--- config.mk ---
export PLATFORM = sky130hd
export DESIGN_NAME = phyirq_regs
export DESIGN_NICKNAME = d
export VERILOG_FILES = /design/src/include/phyirq_pkg.sv /design/src/hdl/phyirq_sync.sv /design/src/hdl/phyirq_regs.sv
export SDC_FILE = /design/constraint.sdc
export NUM_CORES = 1
export LEC_CHECK = 0
export ABC_AREA = 1
export BUFFER_PORTS_ARGS = -buffer_cell sky130_fd_sc_hd__buf_2
export CAP_MARGIN = 20
export CORE_MARGIN = 5
export CORE_UTILIZATION = 40
export DETAILED_ROUTE_END_ITERATION = 6
export MAX_ROUTING_LAYER = met4
export PLACE_DENSITY = 0.67
export SYNTH_ARGS = -nofsm -noshare
export SYNTH_HDL_FRONTEND = slang
export SYNTH_SLANG_ARGS = --single-unit
--- constraint.sdc ---
create_clock -name clk_in -period 1.9 [get_ports clk_in]
set_input_delay 0.19 -clock clk_in [delete_from_list [all_inputs] [get_ports clk_in]]
set_output_delay 0.19 -clock clk_in [all_outputs]
set_load 0.1 [all_outputs]
--- src/include/phyirq_pkg.sv ---
`default_nettype none
package phyirq_pkg;
    localparam int          REG_AW            = 5;
    localparam int          REG_DW            = 16;
    localparam int          EVENT_COUNT       = 8;
    localparam logic [4:0]  ADDR_EVENT_IRQ    = 5'h1B;
    localparam logic [4:0]  ADDR_LED_LINE     = 5'h1E;
    localparam logic [4:0]  ADDR_CROSSOVER    = 5'h1F;
    localparam int          EVT_ENABLE_LSB    = 8;
    localparam int          EVT_STATUS_LSB    = 0;
    localparam int          LED_MAP_LSB       = 14;
    localparam int          POLARITY_BIT      = 13;
    localparam int          PAIR_STATE_BIT    = 11;
    localparam int          REMOTE_LOOP_BIT   = 7;
    localparam int          XALG_BIT          = 15;
    localparam int          MANUAL_X_BIT      = 14;
    localparam int          SWAP_DISABLE_BIT  = 13;
    localparam int          IRQ_LEVEL_BIT     = 9;
    localparam logic [7:0]  EVT_ENABLE_RESET  = 8'h00;
    localparam logic [7:0]  EVT_STATUS_RESET  = 8'h00;
    localparam logic [1:0]  LED_MAP_RESET     = 2'h0;
    localparam logic        REMOTE_LOOP_RESET = 1'b0;
    localparam logic        XALG_RESET        = 1'b1;
    localparam logic        MANUAL_X_RESET    = 1'b0;
    localparam logic        SWAP_DIS_RESET    = 1'b0;
    localparam logic        IRQ_LEVEL_RESET   = 1'b0;
    localparam logic [1:0]  LED_MAP_SPEED     = 2'h0;
    localparam logic [1:0]  LED_MAP_ACTIVITY  = 2'h1;
    localparam logic [15:0] ZERO_WORD         = 16'h0000;
endpackage : phyirq_pkg
`default_nettype wire

--- src/hdl/phyirq_sync.sv ---
`timescale 1ns/1ps
`default_nettype none
module phyirq_sync
    import phyirq_pkg::*;
#(
    parameter int WIDTH = 8
) (
    input  wire logic             clk_in,
    input  wire logic             rst_in,
    input  wire logic [WIDTH-1:0] async_in,
    output var  logic [WIDTH-1:0] sync_out
);
    logic [WIDTH-1:0] stage1;

    always_ff @(posedge clk_in or posedge rst_in) begin
        if (rst_in) begin
            stage1   <= '0;
            sync_out <= '0;
        end else begin
            stage1   <= async_in;
            sync_out <= stage1;
        end
    end
endmodule : phyirq_sync
`default_nettype wire

--- src/hdl/phyirq_regs.sv ---
`timescale 1ns/1ps
`default_nettype none
module phyirq_regs
    import phyirq_pkg::*;
#(
    parameter int NEVT = EVENT_COUNT
) (
    input  wire logic              clk_in,
    input  wire logic              rst_in,
    input  wire logic [REG_AW-1:0] reg_addr_in,
    input  wire logic              reg_wr_in,
    input  wire logic              reg_rd_in,
    input  wire logic [REG_DW-1:0] reg_wdata_in,
    output var  logic [REG_DW-1:0] reg_rdata_out,
    input  wire logic [NEVT-1:0]   event_pulse_in,
    input  wire logic              polarity_reversed_in,
    input  wire logic              auto_pair_crossed_in,
    input  wire logic              speed_ind_in,
    input  wire logic              link_ind_in,
    input  wire logic              activity_ind_in,
    output var  logic              irq_out,
    output var  logic [1:0]        led_out,
    output var  logic              remote_loopback_out,
    output var  logic              crossover_algorithm_select_out,
    output var  logic              auto_crossover_en_out,
    output var  logic              pair_crossed_out,
    output var  logic              tx_on_rx_pair_out
);
    logic [NEVT-1:0] evt_enable;
    logic [NEVT-1:0] evt_status;
    logic [NEVT-1:0] evt_sync;
    logic [NEVT-1:0] evt_prev;
    logic [NEVT-1:0] evt_rise;
    logic [1:0]      line_sync;
    logic [1:0]      indicator_map_select;
    logic            remote_loop;
    logic            crossover_algorithm_select;
    logic            manual_crossed;
    logic            swap_disable;
    logic            irq_level;
    logic            rd_event;
    logic            any_pending;

    // Events arrive from other domains; rising edges mark an occurrence
    phyirq_sync #(.WIDTH(NEVT)) u_evt_sync (
        .clk_in   (clk_in),
        .rst_in   (rst_in),
        .async_in (event_pulse_in),
        .sync_out (evt_sync)
    );

    phyirq_sync #(.WIDTH(2)) u_line_sync (
        .clk_in   (clk_in),
        .rst_in   (rst_in),
        .async_in ({polarity_reversed_in, auto_pair_crossed_in}),
        .sync_out (line_sync)
    );

    function automatic logic hit(input logic [REG_AW-1:0] a, input logic [REG_AW-1:0] b);
        return a == b;
    endfunction : hit

    always_ff @(posedge clk_in or posedge rst_in) begin
        if (rst_in) begin
            evt_prev <= '0;
        end else begin
            evt_prev <= evt_sync;
        end
    end

    assign evt_rise = evt_sync & ~evt_prev;
    assign rd_event = reg_rd_in && hit(reg_addr_in, ADDR_EVENT_IRQ);

    always_ff @(posedge clk_in or posedge rst_in) begin
        if (rst_in) begin
            evt_enable <= EVT_ENABLE_RESET;
        end else if (reg_wr_in && hit(reg_addr_in, ADDR_EVENT_IRQ)) begin
            evt_enable <= reg_wdata_in[EVT_ENABLE_LSB +: NEVT];
        end
    end

    // New event in the read cycle survives the clear
    always_ff @(posedge clk_in or posedge rst_in) begin
        if (rst_in) begin
            evt_status <= EVT_STATUS_RESET;
        end else if (rd_event) begin
            evt_status <= evt_rise;
        end else begin
            evt_status <= evt_status | evt_rise;
        end
    end

    always_ff @(posedge clk_in or posedge rst_in) begin
        if (rst_in) begin
            indicator_map_select <= LED_MAP_RESET;
            remote_loop          <= REMOTE_LOOP_RESET;
        end else if (reg_wr_in && hit(reg_addr_in, ADDR_LED_LINE)) begin
            indicator_map_select <= reg_wdata_in[LED_MAP_LSB +: 2];
            remote_loop          <= reg_wdata_in[REMOTE_LOOP_BIT];
        end
    end

    always_ff @(posedge clk_in or posedge rst_in) begin
        if (rst_in) begin
            crossover_algorithm_select <= XALG_RESET;
            manual_crossed             <= MANUAL_X_RESET;
            swap_disable               <= SWAP_DIS_RESET;
            irq_level                  <= IRQ_LEVEL_RESET;
        end else if (reg_wr_in && hit(reg_addr_in, ADDR_CROSSOVER)) begin
            crossover_algorithm_select <= reg_wdata_in[XALG_BIT];
            manual_crossed             <= reg_wdata_in[MANUAL_X_BIT];
            swap_disable               <= reg_wdata_in[SWAP_DISABLE_BIT];
            irq_level                  <= reg_wdata_in[IRQ_LEVEL_BIT];
        end
    end

    // Read data registered; only documented fields are placed, rest stays zero
    always_ff @(posedge clk_in or posedge rst_in) begin
        if (rst_in) begin
            reg_rdata_out <= ZERO_WORD;
        end else if (reg_rd_in) begin
            reg_rdata_out <= ZERO_WORD;
            if (hit(reg_addr_in, ADDR_EVENT_IRQ)) begin
                reg_rdata_out[EVT_ENABLE_LSB +: NEVT] <= evt_enable;
                reg_rdata_out[EVT_STATUS_LSB +: NEVT] <= evt_status;
            end else if (hit(reg_addr_in, ADDR_LED_LINE)) begin
                reg_rdata_out[LED_MAP_LSB +: 2]   <= indicator_map_select;
                reg_rdata_out[POLARITY_BIT]       <= line_sync[1];
                reg_rdata_out[PAIR_STATE_BIT]     <= pair_crossed_out;
                reg_rdata_out[REMOTE_LOOP_BIT]    <= remote_loop;
            end else if (hit(reg_addr_in, ADDR_CROSSOVER)) begin
                reg_rdata_out[XALG_BIT]         <= crossover_algorithm_select;
                reg_rdata_out[MANUAL_X_BIT]     <= manual_crossed;
                reg_rdata_out[SWAP_DISABLE_BIT] <= swap_disable;
                reg_rdata_out[IRQ_LEVEL_BIT]    <= irq_level;
            end
        end
    end

    assign any_pending = |(evt_status & evt_enable);

    always_ff @(posedge clk_in or posedge rst_in) begin
        if (rst_in) begin
            irq_out <= ~IRQ_LEVEL_RESET;
        end else begin
            irq_out <= any_pending ? irq_level : ~irq_level;
        end
    end

    // Reserved map codes fall back to the default map
    always_ff @(posedge clk_in or posedge rst_in) begin
        if (rst_in) begin
            led_out <= 2'h0;
        end else if (indicator_map_select == LED_MAP_ACTIVITY) begin
            led_out <= {activity_ind_in, link_ind_in};
        end else begin
            led_out <= {speed_ind_in, link_ind_in & activity_ind_in};
        end
    end

    assign remote_loopback_out            = remote_loop;
    assign crossover_algorithm_select_out = crossover_algorithm_select;
    assign auto_crossover_en_out          = ~swap_disable;
    assign pair_crossed_out  = swap_disable ? manual_crossed : line_sync[0];
    assign tx_on_rx_pair_out = pair_crossed_out;
endmodule : phyirq_regs
`default_nettype wire

Word level (Yosys, flattened, before mapping)
Cells that the tools add are included.

storage, ports and cells
  output and inout port bits = 24
  word-level logic and storage cells = 50
  input bits = 38
  bits in registers = 70

operators by class
  equality and inequality tests = 4
  muxes and demuxes = 18
  bitwise logic cells = 7
  reduce and logical (&&, ||, !) cells = 5

operators with widths
  cell                                                 count
  bitwise AND 8 bit                                    2
  equality test 5 bit, second input constant           3
  2-to-1 mux 1 bit                                     12
  2-to-1 mux 3 bit                                     3
  2-to-1 mux 8 bit                                     1
  NOT 8 bit                                            1
  OR 8 bit                                             1
  OR reduction 8 bit                                   1
  2-to-1 mux 7 bit                                     1
  logical AND 1 bit                                    4
  equality test 2 x 1 -> 1 bit, second input constant  1
  2-to-1 mux 2 bit                                     1
  NOT 1 bit                                            2
  bitwise AND 1 bit                                    1

Logic depth before layout (Yosys ltp)
Gate-level depths: netlist (run 1).

  depth in word-level cells = 4
  depth in mapped cells = 7
  mapped depth without buffers = 6

By module
A second synthesis (run 1) with hierarchy kept.

unflattened totals
  cell total of the unflattened synthesis = 253
  area, all modules = 2616.3 µm²

modules (own cells, without submodules)
  module                      cells each  instances  sequential area each (µm²)  area an instance (µm²)
  phyirq_regs                 231         1          1253.7                      2108.3
  phyirq_sync at u_evt_sync   17          1          400.4                       404.1
  phyirq_sync at u_line_sync  5           1          100.1                       103.8

Least setup slack after synthesis (run 1)
No wires, ideal clock.

  kind = register to output
  from = register swap_disable
  to = output port tx_on_rx_pair_out
  cell stages (with the launch flop) = 5
  slack = 146 ps
  required time = 1710 ps
  buffers on the path = 1
  arrival time = 1564 ps
  cells stage by stage = dfrtp_1 > nand2_1 > o21ai_0 > inv_1 > buf_4

between the ends
  cells in the longest elaborated chain, start to end = 1

RTL lines
  item                      RTL line            source
  start: declaration        phyirq_regs.sv:39   logic swap_disable;
  start signal: assignment  phyirq_regs.sv:112  swap_disable <= reg_wdata_in[SWAP_DISABLE_BIT];
  2-to-1 mux 1 bit          phyirq_regs.sv:164  assign pair_crossed_out = swap_disable ? manual_crossed : line_sync[0];
  end: declaration          phyirq_regs.sv:27   output var logic tx_on_rx_pair_out

Every way passes these cells.

Worst setup path in the final report (run 1)
  from = register swap_disable
  to = output port pair_crossed_out

between the ends
  cells in the longest elaborated chain, start to end = 1

RTL lines
  item              RTL line            source
  2-to-1 mux 1 bit  phyirq_regs.sv:164
  end: declaration  phyirq_regs.sv:26   output var logic pair_crossed_out,

Every way passes these cells.

==> results of run 1 <==
==> metal layers <==
metal	up-vias	share of wire (%)
li1	926	-
met1	885	40
met2	42	51
met3	12	6.2
met4	0	2.3
met5	-	0
==> what timing repair did <==
item	in CTS	in global routing
buffers inserted	0	0
hold buffers	11	0
hold endpoints to repair	78	0
==> power by group through the flow <==
stage	Sequential, mW	Clock [mW]	Combinational (mW)
detailed placement	1.71	0	0.609
global route	1.70	1.49	0.679
floorplan	1.91	0	0.275
global placement	1.71	0	0.601
CTS	1.69	1.42	0.631
finish	1.69	1.39	0.625
==> state kept, by name, indices dropped and copies added, names as in the netlist <==
| signal | flops |
|---|---|
| crossover_algorithm_select_out | 1 |
| evt_enable | 8 |
| evt_prev | 8 |
| evt_status | 8 |
| indicator_map_select | 2 |
| irq_level | 1 |
| irq_out | 1 |
| led_out | 2 |
| manual_crossed | 1 |
| reg_rdata_out | 16 |
| remote_loopback_out | 1 |
| swap_disable | 1 |
| u_evt_sync.stage1 | 8 |
| u_evt_sync.sync_out | 8 |
| u_line_sync.stage1 | 2 |
| u_line_sync.sync_out | 2 |
==> cell usage in the layout (no fill, tap or decap) <==
cell type,instances
buf_2,54
inv_2,1
dlygate4sd3_1,11
clkinv_2,1
nor3_2,2
a21boi_0,1
buf_4,1
o21ai_0,16
nor2_1,12
dfrtp_1,68
clkinvlp_4,1
dfstp_2,2
clkbuf_8,9
nand2_1,61
clkinv_1,1
buf_12,1
nor2_2,2
inv_1,31
o22ai_1,7
clkbuf_1,3
bufinv_16,3
o21ai_1,12
nand3_1,20
nand2_2,2
nor2_8,1
==> Yosys cell counts, drive strengths merged <==
library cell,instances,area (sq um)
clkinv,1,3.75
dfrtp,68,1700
nor2,15,77.6
buf,4,25.0
o21ai,28,140
nand2,63,241
nor3,2,20.0
clkbuf,1,3.75
nand3,20,100
inv,33,124
dfstp,2,52.6
o22ai,7,43.8
a21boi,1,7.51
==> cells by family after synthesis <==
| group | after synthesis | share of synthesized area [%] |
|---|---|---|
| flops | 70 | 69.0 |
| simple gates | 100 | 17.3 |
| buf+inv | 39 | 6.15 |
| compound gates | 36 | 7.53 |
==> critical path, cell delays in order (launching register included) <==
cell	delay, ps
dfrtp_1	430
nand2_1	80
o21ai_0	70
inv_1	90
buf_2	430
==> layout make-up <==
class	count	area (sq um)
Timing Repair Buffer	67	408
Sequential cell	70	1750
Clock inverter	4	95.1
Fill cell	581	3030
Tap cell	77	96.3
Multi-Input combinational cell	136	631
Clock buffer	12	135
Inverter	34	131
==> worst max-delay path by stage <==
stage | endpoint | slack (ps)
6_report | pair_crossed_out | 270
5_1_grt | tx_on_rx_pair_out | 180
4_1_cts | pair_crossed_out | 250
3_5_place_dp | evt_enable[4] | 610
3_3_place_gp | evt_enable[4] | 630
2_1_floorplan | tx_on_rx_pair_out | 150
==> through the flow <==
| step | area (sq um) | worst slack (ps) | total power [mW] | hold WS (ps) | cells |
|---|---|---|---|---|---|
| global route | 3250 | 179 | 3.87 | 59.4 | 400 |
| finish | 3250 | 272 | 3.70 | 70.7 | 400 |
| floorplan | 2540 | 146 | 2.18 | 221 | 245 |
| detailed placement | 2910 | 614 | 2.32 | 299 | 373 |
| CTS | 3250 | 245 | 3.74 | 55.2 | 400 |
| global placement | 2910 | 629 | 2.31 | 298 | 373 |
==> impl_metrics.csv, run 1 <==
group,metric,value,unit
grt,grt_use_met2,23.8,%
routing,drtIter0Drc,95,
worst_setup_path,worstSetupPathType,"flop to primary output",
floorplanning,ioPinCount,62,
timing,clock_skew,7.55,ps
synthesis,seq_area_frac_synth,69.0,%
timing,finalCritPeriodShare,85.7,%
cts,clk_pin_slew,70,ps
power_and_ir_drop,internal-power,2.62,mW
cts,cts_resized,0,
grt,grt_pass1_wl,9070,microns
grt,met3_usage,5.18,%
synthesis,synth_area,2540,sq um
final_layout,postLayoutCoreUtil,51.8,%
timing,hold_viol,0,
min_path,hold_depth,3,
worst_setup_path,crit_fanout,5,
min_path,min_to,"evt_enable[4]",
grt,track_usage,14.5,%
routing,antenna_left,0,
cts,htreeDepth,3,
cts,cts-root-buf,"clkbuf_8",
synthesis,synth.distinct_cells,19,
worst_setup_path,r2r_end,"irq_out",
floorplanning,dieArea,8050,sq um
routing,drt_wl_total,5250,microns
timing,slew_headroom,67.2,%
grt,met1_usage,15.2,%
timing,rsz0062_at_grt,"no",
outcome,outcome,"finished clean",
grt,top_usage_layer,"met2",
routing,firstDrtPassIters,4,
worst_setup_path,reg2reg_slack,900,ps
min_path,min_from,"reg_wdata_in[12]",
synthesis,synthCells,245,
synthesis,yosys_warnings,0,
power_and_ir_drop,pwr-share-clk,37.5,%
grt,grt_pass1_vias,1997,
worst_setup_path,setup.worst_path.start,"swap_disable",
cts,clock_sinks,70,
worst_setup_path,critical_path_required,1710,ps
timing,finalMaxSlewViolations,0,
power_and_ir_drop,swShare,29.2,%
worst_setup_path,regToRegStartpoint,"evt_status[4]",
cts,clockBufferDepth,2,
timing,setup_viol,0,
routing,num_vias,1865,
worst_setup_path,worstPathArrival,1440,ps
synthesis,syn_nets,283,
power_and_ir_drop,p_per_area,1140,nW/um^2
floorplanning,die_x,89.7,microns
worst_setup_path,critPathLaunchType,"flop",
cts,clk_latency,330,ps
grt,grt_max_degree,71,
cts,cts_tree,"yes",
routing,viasPerCell,4.66,
flow_run,cap_violations,0,
min_path,worst_hold_path_type,"input port to flop",
place,place.gp.congestion,0.779,
routing,drc,0,
timing,setup_tns,0,ps
floorplanning,fp-row-count,29,
grt,overflow,0,
final_layout,nNetsFinal,356,
timing,tightest_slew,495,ps
power_and_ir_drop,pwr-share-seq,45.6,%
cts,cts-buffers-inserted,9,
power_and_ir_drop,leakage,1.72,nW
floorplanning,start_util,40.5,%
floorplanning,fp.dieH,89.7,microns
final_layout,num_antenna_cells,0,
power_and_ir_drop,peakVddDrop,738,uV
timing,period_needed,1630,ps
place,port_buffers,54,
final_layout,layout-area-overhead-vs-synth,27.9,%
worst_setup_path,cp-end-kind,"primary output",
grt,antenna_found_initial,0,
place,dp_hpwl,3520,microns
floorplanning,coreArea,6280,sq um
routing,post_drt_wl_per_cell,13.1,microns
final_layout,drive_above_1_share,24.8,%
power_and_ir_drop,switching_power,1.08,mW
synthesis,yosys_register_bits,70,
worst_setup_path,rr_worst_depth,6,
synthesis,avgSynthCellArea,10.4,sq um
timing,fmax,0.614,GHz
power_and_ir_drop,p_comb_share,16.9,%
Power figures use the tool's default switching activity.
==> run 2, diff against run 1 <==
Settings changed: CORE_UTILIZATION 40 to 47, PLACE_DENSITY 0.67 to 0.76, SLEW_MARGIN from default to 20.
Clock period 1.9 ns to 1.3 ns, I/O delays scaled along.
==> impl_metrics.csv, run 2 (synthesis gave the netlist of run 1 again) <==
group,metric,value,unit
final_layout,num_antenna_cells,0,
worst_setup_path,crit_path_cell_trace,"nand2_2, o21ai_2, inv_2, buf_12",
routing,drtIter0Drc,143,
power_and_ir_drop,peakVddDrop,902,uV
power_and_ir_drop,pwr-share-clk,33.0,%
final_layout,drive_above_1_share,27.6,%
routing,post_drt_wl_per_cell,13.2,microns
worst_setup_path,crit_slowest_cell,"dfrtp_2",
final_layout,final_cells,403,
power_and_ir_drop,leakage,1.78,nW
power_and_ir_drop,power,5.30,mW
outcome,outcome,"finished with violations",
floorplanning,fp.dieH,83.5,microns
worst_setup_path,path_buf_inv,2,
grt,grt_pass1_vias,2005,
place,place.gp.congestion,0.823,
worst_setup_path,cp-end-kind,"primary output",
cts,htreeDepth,3,
worst_setup_path,reg2reg_slack,320,ps
final_layout,seqCellArea,1760,sq um
timing,slew_headroom,67.4,%
timing,fmax,0.746,GHz
timing,tightest_slew,492,ps
final_layout,largest-register,"reg_rdata_out",
worst_setup_path,worstSetupPathType,"flop to primary output",
floorplanning,fp-row-count,26,
final_layout,nNetsFinal,366,
cts,clk_latency,340,ps
outcome,failed_checks,"setup timing",
routing,drt_wl_total,5340,microns
timing,clock_skew,9.24,ps
cts,cts-buffers-inserted,9,
final_layout,nFillCells,380,
worst_setup_path,slowest_delay,440,ps
power_and_ir_drop,pwr-share-seq,46.7,%
worst_setup_path,worstPathArrival,1210,ps
worst_setup_path,critPathLaunchType,"flop",
min_path,worst_hold_path_type,"input port to flop",
timing,setup_viol,2,
place,dpl_worst_slack,89.2,ps
grt,overflow,0,
worst_setup_path,crit_fanout,4,
grt,grt_pass1_wl,9270,microns
floorplanning,die_x,83.5,microns
grt,antenna_found_initial,0,
worst_setup_path,critical_path_required,1170,ps
timing,setup_tns,-81.7,ps
timing,finalWorstSetupSlack,-41.0,ps
timing,period_needed,1340,ps
power_and_ir_drop,internal-power,3.64,mW
final_layout,multi_input_area,637,sq um
power_and_ir_drop,p_comb_share,20.3,%
routing,antenna_left,0,
power_and_ir_drop,p_per_area,1560,nW/um^2
timing,hold_viol,0,
grt,grt_max_degree,71,
cts,clockBufferDepth,2,
place,port_buffers,54,
timing,finalMaxSlewViolations,0,
place,dp_cells,369,
floorplanning,dieArea,6980,sq um
final_layout,layout-area-overhead-vs-synth,33.3,%
cts,clk_pin_slew,70,ps
cts,cts_tree,"yes",
grt,track_usage,17.4,%
place,dp_hpwl,3530,microns
cts,cts-root-buf,"clkbuf_8",
final_layout,final_common_cell,"dfrtp_1",
floorplanning,coreArea,5170,sq um
final_layout,largest_reg_flops,16,
floorplanning,start_util,49.1,%
cts,clock_sinks,70,
timing,rsz0062_at_grt,"yes",
power_and_ir_drop,switching_power,1.66,mW
floorplanning,ioPinCount,62,
timing,finalCritPeriodShare,103,%
routing,viasPerCell,4.71,
final_layout,final_cell_mix,"dfrtp_1, nand2_1, buf_2, inv_1, nand3_1",
routing,drc,0,
power_and_ir_drop,swShare,31.4,%
routing,firstDrtPassIters,4,
routing,num_vias,1898,
worst_setup_path,crit_family,"flip-flops",
flow_run,cap_violations,0,
[run 2: final cells by class]
cell class                      instances  share of cell area (%)
Clock buffer                           11                    4.17
Clock inverter                          5                    1.70
Inverter                               34                    3.88
Multi-Input combinational cell        136                    18.8
Sequential cell                        70                    51.8
Tap cell                               70                    2.58
Timing Repair Buffer                   77                    17.1
[run 2: power groups by stage]
stage	Combinational, mW	Sequential (mW)	Clock, mW
after floorplan	0.425	2.79	0
after global placement	0.997	2.50	0
after detailed placement	1.01	2.51	0
after CTS	1.07	2.47	1.78
after global routing	1.16	2.49	1.87
final	1.08	2.47	1.75
[run 2: worst min-delay path: cells and delay by family]
kind	cells	cell delay, ps
buffers and inverters	1	80
and+or+nand+nor	1	40
AOI/OAI and AO/OA	1	60
[run 2: worst paths after layout]
| check | endpoint | depth (start not counted) | start |
|---|---|---|---|
| max reg2reg | irq_out | 6 | evt_status[4] |
| max in group asynchronous | irq_out | 4 | rst_in |
| min reg2reg | u_line_sync.sync_out[1] | 0 | u_line_sync.stage1[1] |
| max | pair_crossed_out | 4 | swap_disable |
| min | evt_enable[2] | 3 | reg_wdata_in[10] |
| min in group asynchronous | u_evt_sync.stage1[7] | 4 | rst_in |
[run 2: stage by stage]
| stage | utilization [%] | instance area (sq um) | hold slack [ps] |
|---|---|---|---|
| 2_1_floorplan | - | 2560 | 161 |
| 3_3_place_gp | 58.0 | 3000 | 237 |
| 3_5_place_dp | 58.0 | 3000 | 239 |
| 4_1_cts | 65.2 | 3370 | 2.12 |
| 5_1_grt | 65.5 | 3390 | 8.58 |
| 6_report | 65.5 | 3390 | 11.3 |
[run 2: metal layers]
layer  track usage [%]  part of all wire (%)
met1              20.1                    43
met4              9.06                   2.8
met2              27.0                    48
met5                 -                     0
met3              5.92                   6.5
[run 2: what timing repair did]
item,4_1_cts,5_1_grt
hold endpoints to repair,83,0
endpoints found under the setup margin,2,6
hold buffers,16,0
pin swaps,1,1
gates resized for setup,2,6
setup buffers,2,0
==> run 3, diff against run 2 <==
Settings changed: ABC_AREA 1 to default, PLACE_DENSITY 0.76 to 0.77, RECOVER_POWER from default to 25.
==> impl_metrics.csv, run 3 <==
group,metric,value,unit
synthesis,synth_top_area_cell,"dfrtp_1",
worst_setup_path,worstSetupPathType,"flop to primary output",
cts,cts-root-buf,"clkbuf_8",
worst_setup_path,cp-end-kind,"primary output",
routing,drt_wl_total,4790,microns
place,dpl_worst_slack,-0.646,ps
cts,clock_sinks,70,
floorplanning,fp-row-count,26,
min_path,worst_hold_path_type,"input port to flop",
final_layout,drive_above_1_share,43.8,%
synthesis,synthCells,165,
place,dp_cells,297,
timing,period_needed,1460,ps
worst_setup_path,crit_fanout,2,
final_layout,layout-area-overhead-vs-synth,36.2,%
power_and_ir_drop,p_per_area,1630,nW/um^2
routing,drc,0,
timing,finalMaxSlewViolations,0,
synthesis,ys_async_sr_fraction,100,%
timing,rsz0062_at_grt,"yes",
outcome,failed_checks,"setup timing",
floorplanning,ioPinCount,62,
synthesis,yosys_warnings,0,
final_layout,final_common_cell,"dfrtp_1",
synthesis,ys.flop_type,"dfrtp_1",
cts,cts_tree,"yes",
power_and_ir_drop,power,5.52,mW
place,port_buffers,54,
timing,setup_viol,3,
synthesis,seq_area_frac_synth,70.5,%
grt,grt_pass1_vias,1603,
worst_setup_path,slowest_delay,390,ps
grt,overflow,0,
worst_setup_path,critPathLaunchType,"flop",
synthesis,synth_area,2490,sq um
worst_setup_path,crit_family,"flip-flops",
cts,htreeDepth,3,
flow_run,cap_violations,0,
synthesis,synth_edf_count,0,
timing,setup_tns,-396,ps
timing,hold_viol,0,
power_and_ir_drop,peakVddDrop,912,uV
routing,viasPerCell,5.04,
synthesis,syn_nets,203,
power_and_ir_drop,pwr-share-seq,45.2,%
synthesis,synth_most_common_cell,"dfrtp_1",
routing,post_drt_wl_per_cell,14.6,microns
synthesis,synth.top_cell.area_share,68.4,%
worst_setup_path,path_buf_inv,2,
final_layout,largest-register,"reg_rdata_out",
worst_setup_path,crit_path_cell_trace,"mux2_4, buf_6, buf_12",
place,place.gp.congestion,0.843,
final_layout,final_cells,327,
floorplanning,die_x,82.8,microns
routing,drtIter0Drc,58,
routing,firstDrtPassIters,4,
grt,grt_max_degree,48,
grt,grt_pass1_wl,7810,microns
power_and_ir_drop,swShare,28.9,%
cts,clockBufferDepth,2,
timing,slew_headroom,58.7,%
synthesis,avgSynthCellArea,15.1,sq um
synthesis,yosys-top-cells-count,"dfrtp_1, mux2_2, a22o_1",
power_and_ir_drop,internal-power,3.92,mW
final_layout,nNetsFinal,289,
grt,track_usage,16.2,%
final_layout,largest_reg_flops,16,
floorplanning,fp.dieH,82.8,microns
floorplanning,coreArea,5140,sq um
final_layout,final_cell_mix,"dfrtp_1, buf_2, a22o_1, mux2_2",
power_and_ir_drop,leakage,1.66,nW
worst_setup_path,critical_path_required,1170,ps
routing,antenna_left,0,
timing,clock_skew,6.32,ps
cts,cts-buffers-inserted,9,
worst_setup_path,crit_slowest_cell,"dfrtp_1",
power_and_ir_drop,pwr-share-clk,34.9,%
floorplanning,dieArea,6850,sq um
synthesis,yosys_register_bits,70,
timing,finalWorstSetupSlack,-155,ps
synthesis,synth_area_leaders,"dfrtp_1, mux2_2, a22o_1",
place,dp_hpwl,3380,microns
timing,fmax,0.687,GHz
timing,finalCritPeriodShare,112,%
grt,antenna_found_initial,1,
cts,clk_pin_slew,70,ps
synthesis,synth.distinct_cells,30,
power_and_ir_drop,switching_power,1.59,mW
cts,clk_latency,330,ps
floorplanning,start_util,48.4,%
routing,num_vias,1647,
power_and_ir_drop,p_comb_share,19.9,%
worst_setup_path,worstPathArrival,1330,ps
outcome,outcome,"finished with violations",
timing,tightest_slew,620,ps
==> run 3: cell types whose count changed in the layout (fill, tap and decap cells not counted), sizes merged, moves of 7 or more <==
cell   before  now
a22o        0   18
nand2      63    5
inv        33   11
nor2       15    1
mux2        0   19
o21ai      28    1
o22ai       7    0
nand3      20    5
==> run 3: per-layer routing <==
metal	vias up	wire, microns	global-route usage (%)
met2	53	2380	24.0
li1	774	-	-
met1	812	2030	20.5
met4	0	75	8.99
met5	-	0	-
met3	8	300	4.12
==> run 3: repair_timing <==
action                                  CTS  global route
setup buffers                             0             1
resized for setup                         2             6
pin swaps                                 0             0
endpoints found under the setup margin    3             8
hold buffers                             12             0
hold endpoints to repair                 79             0
==> run 3: cells by family (layout without fill, tap and decap cells) <==
logic type / Yosys count / count (layout) / share of synthesized area (%)
compound gates: 28 / 28 / 9.50
other cells: 0 / 1 / 0
xor+xnor: 1 / 1 / 0.352
simple gates: 28 / 28 / 7.24
buf+inv: 17 / 108 / 3.02
mux: 21 / 21 / 9.40
flops: 70 / 70 / 70.5
==> run 3: metrics by stage <==
step / hold WS [ps] / util, % / area (sq um)
after floorplan: 161 / - / 2500
after global placement: 216 / 58.9 / 3030
after detailed placement: 219 / 58.9 / 3030
after CTS: 13.8 / 65.7 / 3370
after global routing: 16.3 / 65.9 / 3390
final: 30.2 / 65.9 / 3390
==> run 3: cell type report <==
| cell class | count | area [sq um] |
|---|---|---|
| flip-flops and latches | 70 | 1760 |
| repair buffers | 81 | 606 |
| diodes | 1 | 2.50 |
| clock buffers | 11 | 141 |
| fillers | 389 | 1750 |
| inverters | 11 | 45.0 |
| well taps | 70 | 87.6 |
| multi-input cells | 78 | 669 |
| clock inverters | 5 | 81.3 |
==> run 3: power groups by stage <==
stage	registers, mW	logic, mW	clock network (mW)
2_1_floorplan	2.82	0.406	0
3_3_place_gp	2.53	1.06	0
5_1_grt	2.51	1.16	2.07
3_5_place_dp	2.54	1.06	0
4_1_cts	2.49	1.10	1.97
6_report	2.49	1.10	1.92
==> run 3: worst paths after layout <==
check	from	to	slack [ps]	depth (start not counted)
worst max-delay path	swap_disable	tx_on_rx_pair_out	-160	3
worst min-delay path	speed_ind_in	led_out[1]	30	2
worst max register to register	swap_disable	reg_rdata_out[11]	-90	4
worst min register to register	u_evt_sync.stage1[7]	u_evt_sync.sync_out[7]	350	0
max in group asynchronous	rst_in	reg_rdata_out[7]	290	4
min in group asynchronous	rst_in	evt_prev[1]	400	4
